[src/fault_status_pkg.sv]
// fault status word layout, encodings and fault classes
// assumes: shared by the stacking unit, its checker and the bench
package fault_status_pkg;
    localparam int FSW_W = 16;
    localparam int FRAME_TYPE_POS = 15;
    localparam int BLOCK_MOVE_POS = 14;
    localparam int ZERO_POS = 13;
    localparam int TRACE_POS = 12;
    localparam int EXT_BKPT_POS = 11;
    localparam int INT_BKPT_POS = 10;
    localparam int RERUN_POS = 9;
    localparam int LOCKED_POS = 8;
    localparam int PREFETCH_POS = 7;
    localparam int READ_POS = 6;
    localparam int LONG_POS = 5;
    localparam int SIZE_HI = 4;
    localparam int SIZE_LO = 3;
    localparam int FC_HI = 2;
    localparam int FC_LO = 0;
    localparam logic [1:0] SIZE_LONG = 2'h0;
    localparam logic [1:0] SIZE_BYTE = 2'h1;
    localparam logic [1:0] SIZE_WORD = 2'h2;
    localparam logic [1:0] SIZE_RSVD = 2'h3;
    localparam logic FRAME_OPERAND = 1'b0;
    localparam logic FRAME_EXCEPTION = 1'b1;
    localparam logic [15:0] FSW_RESET = 16'h0000;
    localparam int FRAME_WORDS = 8;
    localparam int FRAME_AW = 3;
    // frame word slots written into the store
    localparam logic [2:0] SLOT_FSW = 3'h0;
    localparam logic [2:0] SLOT_PC_HI = 3'h1;
    localparam logic [2:0] SLOT_PC_LO = 3'h2;
    localparam logic [2:0] SLOT_SR = 3'h3;
    localparam logic [2:0] SLOT_ADDR_HI = 3'h4;
    localparam logic [2:0] SLOT_ADDR_LO = 3'h5;
    localparam logic [2:0] SLOT_DATA_HI = 3'h6;
    localparam logic [2:0] SLOT_DATA_LO = 3'h7;
    typedef enum logic [2:0] {
        ST_IDLE = 3'b000,
        ST_PEND = 3'b001,
        ST_STACK = 3'b010,
        ST_DONE = 3'b011
    } stack_state_t;
endpackage : fault_status_pkg

[src/frame_store.sv]
// small frame store holding one bus error frame of 16-bit words
// assumes: one write and one read port, read data registered
`timescale 1ns/1ps
module frame_store (
    input wire logic core_clk, // processor clock
    input wire logic we, // write strobe
    input wire logic [2:0] waddr, // write slot
    input wire logic [15:0] wdata, // write word
    input wire logic [2:0] raddr, // read slot
    output logic [15:0] rdata // registered read word
);
    logic [15:0] mem [0:7];

    always_ff @(posedge core_clk) begin
        if (we) begin
            mem[waddr] <= wdata;
        end
    end

    always_ff @(posedge core_clk) begin
        rdata <= mem[raddr];
    end
endmodule : frame_store

[src/bus_fault_status_stacking.sv]
// bus fault classification and fault status word stacking unit
// assumes: the bus controller gives fault attributes with a one-cycle
// fault strobe; the sequencer supplies boundary and operand-access strobes
// Notes on behaviour
// - status word: type, block move, zero, trace, bkpts, rerun, flags, size, fc
// - frame type 0 for operand or prefetch fault, 1 in exception processing
// - block move flag set during multi-register operand transfer or refetch
// - trace pending stacked, also for block-move and released-write faults
// - external and internal breakpoint pending kept in separate flags
// - rerun set only for released write; rerun on return if stacked set
// - locked flag set for faulted read-modify-write; ignored on unstack
// - prefetch flag 1 for prefetch, 0 for operand; ignored on unstack
// - direction 1 for read or prefetch, 0 write; reloaded when rerun set; unit stacks 1 for any exception-processing fault
// - long flag set for original long operand; ignored on unstack
// - size 00 long, 01 byte, 10 word; reloaded when rerun set
// - function code copied from cycle; reloaded when rerun set
// - unused bits stacked zero and ignored on unstack
// - released-write fault taken at next instruction boundary with next pc
// - operand access with released-write fault pending aborts, takes fault
// - released write: top bits zero, rerun 1, locked/prefetch/direction 0
// - released write also stacks next pc, sr, fault address, output data
// - prefetch, read, rmw, peripheral move are type II; last writes released
// - type II raises exception at once, aborts, restores address register
// - type II: frame type, block move, trace, rerun all zero
// - type II still stacks both breakpoint pending flags
// - rmw fault sets locked flag, direction shows read or write portion
// - block move fault aborts at once without restoring registers
`timescale 1ns/1ps
module bus_fault_status_stacking (
    input wire logic core_clk, // processor clock
    input wire logic rstn, // async reset, active low
    input wire logic bus_error_input, // faulted cycle strobe
    input wire logic cyc_read, // faulted cycle was a read
    input wire logic cyc_prefetch, // faulted cycle was a prefetch
    input wire logic cyc_locked, // faulted cycle part of rmw
    input wire logic cyc_released, // faulted cycle was a released write
    input wire logic cyc_in_exception, // fault during exception stacking
    input wire logic cyc_block_move, // block move operand transfer active
    input wire logic cyc_long, // original operand long word
    input wire logic [1:0] cyc_size, // remaining size
    input wire logic [2:0] function_code_lines, // fc of cycle
    input wire logic [31:0] cyc_addr, // faulted address
    input wire logic [31:0] cyc_data, // output data buffer
    input wire logic trace_pending, // trace exception pending
    input wire logic ext_bkpt_pending, // channel 1 breakpoint pending
    input wire logic int_bkpt_pending, // channel 0 breakpoint pending
    input wire logic instr_boundary, // instruction boundary strobe
    input wire logic operand_access, // new instruction operand access
    input wire logic [31:0] next_pc, // pc of next unexecuted instruction
    input wire logic [15:0] cur_sr, // current status register
    input wire logic unstack, // return from exception strobe
    input wire logic [15:0] unstack_fsw, // status word read back from stack
    input wire logic [2:0] rd_slot, // frame store read slot
    output logic [15:0] rd_word, // frame store read word
    output logic [15:0] fault_status_word, // last stacked word
    output logic take_exception, // pulse: start bus error exception
    output logic abort_instr, // pulse: abort current instruction
    output logic restore_areg, // pulse: undo postinc/predec
    output logic stack_busy, // frame being written
    output logic stack_done, // pulse: frame complete
    output logic write_pending, // released-write fault pending
    output logic rerun_req, // pulse: rerun bus cycle on return
    output logic rerun_read, // reloaded direction
    output logic [1:0] rerun_size, // reloaded size
    output logic [2:0] rerun_fc // reloaded function code
);
    import fault_status_pkg::*;

    stack_state_t state_r;
    logic [15:0] fsw_r;
    logic [15:0] fsw_nxt;
    logic [15:0] fsw_out_r;
    logic [2:0] slot_r;
    logic [31:0] addr_r;
    logic [31:0] data_r;
    logic [31:0] pc_r;
    logic [15:0] sr_r;
    logic pend_r;
    logic take_r;
    logic abort_r;
    logic restore_r;
    logic done_r;
    logic rerun_req_r;
    logic rerun_read_r;
    logic [1:0] rerun_size_r;
    logic [2:0] rerun_fc_r;
    logic [15:0] slot_word;
    logic type2;
    logic fire_released;
    logic take_type2;
    logic take_now;
    logic store_we;
    logic busy_r;

    // released write waits; everything else is immediate
    assign type2 = bus_error_input && !cyc_released;
    assign fire_released = pend_r && state_r == ST_PEND
        && (instr_boundary || operand_access);
    // a fault is accepted only while idle; later ones are dropped
    assign take_type2 = type2 && state_r == ST_IDLE;
    assign take_now = take_type2 || fire_released;
    // one frame word per cycle while the slot counter walks the frame
    assign store_we = state_r == ST_STACK;

    // word built from attributes; reserved bits forced zero
    always_comb begin
        fsw_nxt = FSW_RESET;
        fsw_nxt[FRAME_TYPE_POS] = cyc_in_exception ? FRAME_EXCEPTION
            : FRAME_OPERAND;
        fsw_nxt[BLOCK_MOVE_POS] = cyc_block_move && !cyc_released
            && !cyc_in_exception;
        fsw_nxt[ZERO_POS] = 1'b0;
        // type II restarts, so trace is requeued rather than stacked
        fsw_nxt[TRACE_POS] = trace_pending
            && (cyc_released || cyc_block_move
            || cyc_in_exception);
        fsw_nxt[EXT_BKPT_POS] = ext_bkpt_pending;
        fsw_nxt[INT_BKPT_POS] = int_bkpt_pending;
        fsw_nxt[RERUN_POS] = cyc_released && !cyc_in_exception;
        fsw_nxt[LOCKED_POS] = cyc_locked && !cyc_released;
        fsw_nxt[PREFETCH_POS] = cyc_prefetch && !cyc_released;
        fsw_nxt[READ_POS] = (cyc_read || cyc_prefetch) && !cyc_released
            || cyc_in_exception;
        fsw_nxt[LONG_POS] = cyc_long;
        // byte not legal when original operand was long
        fsw_nxt[SIZE_HI:SIZE_LO] = (cyc_size == SIZE_RSVD
            || (cyc_long && cyc_size == SIZE_BYTE)) ? SIZE_WORD
            : cyc_size;
        fsw_nxt[FC_HI:FC_LO] = function_code_lines;
    end

    always_ff @(posedge core_clk or negedge rstn) begin
        if (!rstn) begin
            state_r <= ST_IDLE;
            slot_r <= SLOT_FSW;
        end else begin
            unique case (state_r)
                ST_IDLE: begin
                    if (type2) begin
                        state_r <= ST_STACK;
                        slot_r <= SLOT_FSW;
                    end else if (bus_error_input) begin
                        state_r <= ST_PEND;
                    end
                end
                ST_PEND: begin
                    if (fire_released) begin
                        state_r <= ST_STACK;
                        slot_r <= SLOT_FSW;
                    end
                end
                ST_STACK: begin
                    slot_r <= slot_r + 3'h1;
                    if (slot_r == SLOT_DATA_LO) begin
                        state_r <= ST_DONE;
                    end
                end
                ST_DONE: begin
                    state_r <= ST_IDLE;
                end
                default: begin
                    state_r <= ST_IDLE;
                end
            endcase
        end
    end

    // attributes held from fault until the frame is written
    always_ff @(posedge core_clk or negedge rstn) begin
        if (!rstn) begin
            fsw_r <= FSW_RESET;
            addr_r <= 32'h0000_0000;
            data_r <= 32'h0000_0000;
        end else if (bus_error_input && state_r == ST_IDLE) begin
            fsw_r <= fsw_nxt;
            addr_r <= cyc_addr;
            data_r <= cyc_data;
        end else if (fire_released) begin
            // pending bits sampled when the exception is actually taken
            fsw_r[TRACE_POS] <= trace_pending;
            fsw_r[EXT_BKPT_POS] <= ext_bkpt_pending;
            fsw_r[INT_BKPT_POS] <= int_bkpt_pending;
        end
    end

    always_ff @(posedge core_clk or negedge rstn) begin
        if (!rstn) begin
            pc_r <= 32'h0000_0000;
            sr_r <= 16'h0000;
        end else if (take_now) begin
            pc_r <= next_pc;
            sr_r <= cur_sr;
        end
    end

    always_ff @(posedge core_clk or negedge rstn) begin
        if (!rstn) begin
            pend_r <= 1'b0;
        end else if (bus_error_input && cyc_released && state_r == ST_IDLE) begin
            pend_r <= 1'b1;
        end else if (fire_released) begin
            pend_r <= 1'b0;
        end
    end

    // 32-bit values go high word first so the handler reads them in order
    always_comb begin
        unique case (slot_r)
            SLOT_FSW: slot_word = fsw_r;
            SLOT_PC_HI: slot_word = pc_r[31:16];
            SLOT_PC_LO: slot_word = pc_r[15:0];
            SLOT_SR: slot_word = sr_r;
            SLOT_ADDR_HI: slot_word = addr_r[31:16];
            SLOT_ADDR_LO: slot_word = addr_r[15:0];
            SLOT_DATA_HI: slot_word = data_r[31:16];
            SLOT_DATA_LO: slot_word = data_r[15:0];
        endcase
    end

    frame_store u_store (
        .core_clk(core_clk),
        .we(store_we),
        .waddr(slot_r),
        .wdata(slot_word),
        .raddr(rd_slot),
        .rdata(rd_word)
    );

    always_ff @(posedge core_clk or negedge rstn) begin
        if (!rstn) begin
            take_r <= 1'b0;
            abort_r <= 1'b0;
            restore_r <= 1'b0;
        end else begin
            take_r <= take_now;
            // abort for type II and for an access racing a pending write
            abort_r <= take_type2
                || fire_released && operand_access;
            // block moves keep altered registers as they are
            restore_r <= take_type2 && !cyc_block_move
                && !cyc_in_exception;
        end
    end

    always_ff @(posedge core_clk or negedge rstn) begin
        if (!rstn) begin
            done_r <= 1'b0;
        end else begin
            done_r <= state_r == ST_STACK && slot_r == SLOT_DATA_LO;
        end
    end

    // word held for the handler until the next frame overwrites it
    always_ff @(posedge core_clk or negedge rstn) begin
        if (!rstn) begin
            fsw_out_r <= FSW_RESET;
        end else if (state_r == ST_STACK && slot_r == SLOT_FSW) begin
            fsw_out_r <= fsw_r;
        end
    end

    always_ff @(posedge core_clk or negedge rstn) begin
        if (!rstn) begin
            rerun_req_r <= 1'b0;
        end else begin
            rerun_req_r <= unstack && unstack_fsw[RERUN_POS];
        end
    end

    // unstack: only direction, size, fc reload; other bits disregarded
    always_ff @(posedge core_clk or negedge rstn) begin
        if (!rstn) begin
            rerun_read_r <= 1'b0;
            rerun_size_r <= SIZE_LONG;
            rerun_fc_r <= 3'h0;
        end else if (unstack && unstack_fsw[RERUN_POS]) begin
            rerun_read_r <= unstack_fsw[READ_POS];
            rerun_size_r <= unstack_fsw[SIZE_HI:SIZE_LO];
            rerun_fc_r <= unstack_fsw[FC_HI:FC_LO];
        end
    end

    // busy rises with the take pulse so faults behind it are refused
    always_ff @(posedge core_clk or negedge rstn) begin
        if (!rstn) begin
            busy_r <= 1'b0;
        end else begin
            busy_r <= state_r == ST_STACK && slot_r != SLOT_DATA_LO
                || take_now;
        end
    end

    assign fault_status_word = fsw_out_r;
    assign take_exception = take_r;
    assign abort_instr = abort_r;
    assign restore_areg = restore_r;
    assign stack_busy = busy_r;
    assign stack_done = done_r;
    assign write_pending = pend_r;
    assign rerun_req = rerun_req_r;
    assign rerun_read = rerun_read_r;
    assign rerun_size = rerun_size_r;
    assign rerun_fc = rerun_fc_r;
endmodule : bus_fault_status_stacking

[config.mk]
export PLATFORM = sky130hd
export DESIGN_NAME = bus_fault_status_stacking
export DESIGN_NICKNAME = d
export VERILOG_FILES = /design/src/fault_status_pkg.sv /design/src/frame_store.sv /design/src/bus_fault_status_stacking.sv
export SDC_FILE = /design/constraint.sdc
export NUM_CORES = 1
export LEC_CHECK = 0
export BUFFER_PORTS_ARGS = -buffer_cell sky130_fd_sc_hd__buf_2
export CORE_MARGIN = 10
export CORE_UTILIZATION = 40
export CTS_CLUSTER_DIAMETER = 150
export DETAILED_ROUTE_END_ITERATION = 16
export HOLD_SLACK_MARGIN = 0.05
export PLACE_DENSITY = 0.58
export SYNTH_ARGS = -nofsm -noshare
export SYNTH_HDL_FRONTEND = slang
export SYNTH_SLANG_ARGS = --single-unit
[constraint.sdc]
create_clock -name core_clk -period 6.7 [get_ports core_clk]
set_input_delay 1.34 -clock core_clk [delete_from_list [all_inputs] [get_ports core_clk]]
set_output_delay 1.34 -clock core_clk [all_outputs]
set_load 0.005 [all_outputs]
# Word level (Yosys, flattened, before mapping)
# Memories as Yosys holds them, arrays and structs flattened. A register that Yosys moved wholly into a read port is not among the register bits.
# Index checks and enable logic that the tools add are counted.
dict set report op_classes {
  addsub 1
  n_eq_ne 16
  n_mux 17
  n_reduce_logical 41
}
# operator n
set ops {}
lappend ops {{$pmux W16 S8} 1}
lappend ops {{$mux W3} 8}
lappend ops {{$logic_and A1 B1 Y1} 22}
lappend ops {{$pmux W3 S3} 2}
lappend ops {{$eq A3 B3 Y1 const B} 4}
lappend ops {{$eq A3 B2 Y1 const B} 3}
lappend ops {{$logic_or A1 B1 Y1} 9}
lappend ops {{$eq A3 B1 Y1 const B} 2}
lappend ops {{$logic_not A3 Y1} 2}
lappend ops {{$ne A3 B3 Y1 const B} 2}
lappend ops {{$reduce_and A3 Y1} 2}
lappend ops {{$mux W1} 5}
lappend ops {{$ne A2 B2 Y1 const B} 2}
lappend ops {{$reduce_bool A2 Y1} 2}
lappend ops {{$add A3 B1 Y3 const B} 1}
lappend ops {{$logic_not A1 Y1} 3}
lappend ops {{$reduce_bool A3 Y1} 1}
lappend ops {{$eq A2 B1 Y1 const B} 1}
lappend ops {{$eq A2 B2 Y1 const B} 1}
lappend ops {{$mux W2} 1}
lappend ops {{$ne A2 B1 Y1 const B} 1}
dict set report totals {
  ff_bits 161
  ramBits 128
  input_bits 152
  wordCells 95
  n_memories 1
}
# memory words word_bits read_ports rd_clocked_by_memory_dff write_ports line
set mem_list {}
lappend mem_list {u_store.mem 8 16 1 1 1 frame_store.sv:12} ;# logic [15:0] mem [0:7];

# Depth between registers and ports, before layout
dict set report depth {
  word_depth 5
  depth_mapped 11
  depth_no_buf 5
}

# Hierarchy
# Synthesis repeated with hierarchy kept, for this count alone.
dict set report hier_totals {
  hier_cells 727
  hier_area_um2 12390.6
}
# module n_inst cells_per_inst area_each_um2 seq_area_each_um2
set modules_own_cells {}
lappend modules_own_cells {bus_fault_status_stacking 1 513 7096.8 4003.8}
lappend modules_own_cells {frame_store 1 214 5293.8 4164.0}

# Worst setup path after synthesis
# Ideal clock, no wire load.
dict set report synth_timing {
  path_type {register to register}
  startpoint {register slot_r[2]}
  endpoint {memory u_store.mem[0][3], data pin}
  setup_ns 0.237
  arrival_time_ns 2.855
  t_required_ns 6.463
  slack_ns 3.608
  stages_incl_launch_ff 12
  synth_period_minus_slack_ns 3.092
  cell_sequence {dfrtp_1 -> buf_2 -> clkbuf_1 -> clkinv_1 -> ha_1 -> buf_6 -> or4_1 -> buf_2 -> or2_1 -> buf_6 -> buf_6 -> a31oi_1}
}
dict set report synth_via {
  elab_chain_cells 2
}
# item line
set synth_rtl {}
lappend synth_rtl {{from (decl)} bus_fault_status_stacking.sv:73} ;# logic [2:0] slot_r;
lappend synth_rtl {{from (signal assigned)} bus_fault_status_stacking.sv:153} ;# slot_r <= slot_r + 3'h1;
lappend synth_rtl {{$eq A3 B3 Y1 (tied with other cells)} bus_fault_status_stacking.sv:208} ;# unique case (slot_r)
lappend synth_rtl {{$pmux W16 S8 *} bus_fault_status_stacking.sv:208}
lappend synth_rtl {{named net slot_word[3]} bus_fault_status_stacking.sv:87} ;# logic [15:0] slot_word;
lappend synth_rtl {{to (decl)} frame_store.sv:12}
# Mark *: on every way through the listed nets, which the timed path passes. The rest lies on a longest branch.

# Final worst setup path
dict set report layout_timing {
  startpoint {register slot_r[0]}
  endpoint {memory u_store.mem[5][11], data pin}
}
# Same word-level chain as after synthesis.

==> flow_summary.json <==
{
  "synth_area_sq_mm": 0.0122,
  "fin_ws_ps": 2950,
  "pwr-share-comb_pct": 25.8,
  "viasPerCell": 5.31,
  "synth_edf_count": 128,
  "grt_pass1_wl_um": 47500,
  "hp-class": "reg2reg",
  "post_cts_buffers": 0,
  "dp_hpwl_um": 20800,
  "status": "complete, no violations",
  "yosysTopAreaCellShare_pct": 32.7,
  "grt_use_total_pct": 15.9,
  "ys.flop_type": "dfrtp_1",
  "hold_buffers": 0,
  "worstSetupPathType": "reg2reg",
  "synth_cells": 738,
  "max_slew_margin_pct": 17.5,
  "remaining_drc_errors": 0,
  "fin_crit_sh_pct": 56.0,
  "power.switching_mw": 1.92,
  "syn-num-nets": 901,
  "cts.sinks": 304,
  "setup_violations": 0,
  "grt_pass1_vias": 7811,
  "cts_tree": "yes",
  "hold_viol_final": 0,
  "crit_arrival_ps": 3970,
  "yosysWarnings": 0,
  "totalWireLength_um": 31100,
  "grt_max_degree": 100,
  "layout_min_cycle_time_ps": 3750,
  "skew_ps": 13.9,
  "peakVddDrop_v": 0.000227,
  "drtAntennaViolNets": 0,
  "clk_path_buf_depth": 3,
  "core_area_sq_mm": 0.0300,
  "worstReg2RegStart": "slot_r[0]",
  "max_freq_mhz": 267,
  "power_density_mw_per_mm2": 454,
  "rows": 63,
  "portBuffers": 186,
  "synth_async_sr_flop_share_pct": 52.6,
  "seq_power_share_pct": 45.6,
  "preCtsSetupSlack_ps": 2990,
  "vias": 7099,
  "yosysMostFrequentCell": "mux2_2",
  "synth.top_cells.by_count": "mux2_2, dfrtp_1, edfxtp_1",
  "worstPathMaxFanout": 17,
  "p_int_mw": 4.76,
  "first_iter_violations": 384,
  "cts_htree_levels": 1,
  "antenna_found_initial": 6,
  "rsz0062_at_grt": "false",
  "io_pins": 197,
  "rr_endpoint": "u_store.mem[5][11]",
  "cts_resized": 0,
  "fp.dieH_um": 195,
  "cp-start-kind": "flip-flop",
  "maxSlewViolCount": 0,
  "seq_area_frac_synth_pct": 66.7,
  "root_buffer": "clkbuf_16",
  "avgSynthCellArea_sq_um": 16.6,
  "cp-startpoint": "slot_r[0]",
  "nets": 1083,
  "r2r_setup_slack_ps": 2950,
  "r2r_cells": 6,
  "critPathCapture": "u_store.mem[5][11]",
  "drive_gt1_share_pct": 48.6,
  "fin_util_pct": 49.2,
  "drv_cap": 0,
  "clkLatencyLatePin_ps": 560,
  "p_leak_nw": 5.93,
  "grt-ovfl-total": 0,
  "tightestPinTransition_ps": 1240,
  "die_x_um": 195,
  "whs_path_depth": 1,
  "synth_cell_types": 40,
  "ys_top_cells_by_area": "dfrtp_1, edfxtp_1, mux2_2",
  "die_area_sq_mm": 0.0380,
  "ys_ff_latch": 304,
  "numCtsBuffers": 31,
  "setup.worst_path.end_class": "flip-flop",
  "setup_tns_ps": 0,
  "place.gp.congestion": 0.729,
  "route.detailed.wl_per_inst_um": 23.3,
  "syn2layout_area_growth_pct": 20.3,
  "drt_first_pass_iters": 5,
  "yosys.area.top_type": "dfrtp_1",
  "cp.required_ps": 6920,
  "sw_frac_of_total_pct": 28.7,
  "start_util_pct": 40.9,
  "clkPwrFrac_pct": 28.6,
  "cts.clk_slew.worst_paths_ps": 60
}
## power groups by stage
stage               combinational (mW)  clock (mW)  sequential, mW
finish                            1.72        1.91            3.05
global placement                  1.70           0            3.06
detailed placement                1.74           0            3.08
global route                      1.91        2.04            3.11
floorplan                         1.21           0            2.97
CTS                               1.75        1.95            3.05
## per-layer routing
metal | up-vias | track usage [%] | wire [um]
met5 | - | 0 | 48
met4 | 8 | 3.44 | 634
met3 | 50 | 4.44 | 2150
met2 | 205 | 23.8 | 14000
met1 | 3644 | 22.5 | 14300
li1 | 3192 | - | -
## worst max-delay path: stages, from the launching register on
cell and delay, ps:
dfrtp_1 500, ha_1 290, ha_1 190, buf_4 210, or4_1 870, or2_1 590, a31oi_1 760
## worst min path at each step
| stage | from | end |
|---|---|---|
| floorplan | fsw_r[3] | fsw_r[3] |
| finish | data_r[27] | data_r[27] |
| detailed placement | rerun_fc[1] | rerun_fc[1] |
| global placement | fault_status_word[12] | fault_status_word[12] |
| CTS | data_r[28] | data_r[28] |
| global route | addr_r[2] | addr_r[2] |
## flip-flops by register name (all words and copies together), names as in the netlist, 15 cells and up
register / cells
addr_r: 32
data_r: 32
fault_status_word: 15
fsw_r: 15
pc_r: 32
sr_r: 16
u_store.mem: 128
u_store.rdata: 16
## through the flow
step	instance area [sq um]	std cells	total power [mW]	hold slack (ps)
after floorplan	12200	738	4.18	463
after global placement	13600	1277	4.76	478
after detailed placement	13600	1277	4.83	489
after CTS	14700	1335	6.75	505
final	14700	1337	6.68	502
after global routing	14700	1335	7.06	519
## area by class of cell
class                           count  area [sq um]
Fill cell                        2615         15200
Sequential cell                   304          8170
Multi-Input combinational cell    375          3860
Timing Repair Buffer              197          1020
Clock buffer                       37           808
Tap cell                          390           488
Clock inverter                     21           330
Inverter                           11          41.3
Antenna cell                        2          5.00
## placed cells by master (no fill, tap or decap), types with 5 or more instances in the layout
master	n
mux2_2	172
buf_2	185
a221oi_1	9
clkinv_1	6
mux2i_1	5
clkinv_2	5
a22o_1	17
nand2_1	25
clkbuf_1	5
nor3_1	17
mux4_2	32
a31oi_1	16
a221o_1	7
nand2b_1	5
a21oi_1	6
dfrtp_1	160
nor2_2	6
a222oi_1	8
inv_1	10
edfxtp_1	128
dfxtp_1	16
bufinv_16	9
clkbuf_16	31
ha_1	11
o21ai_0	15
buf_4	11
## cells by family after synthesis
group / after synthesis / share of synthesized area, %
DFF: 304 / 66.7
muxes: 209 / 22.1
AOI/OAI and AO/OA: 86 / 5.30
and+or+nand+nor: 68 / 2.60
buffers and inverters: 59 / 2.11
adders and majority gates: 11 / 1.12
other: 1 / 0.0306
Note: power is estimated with default switching activity, not from simulation.
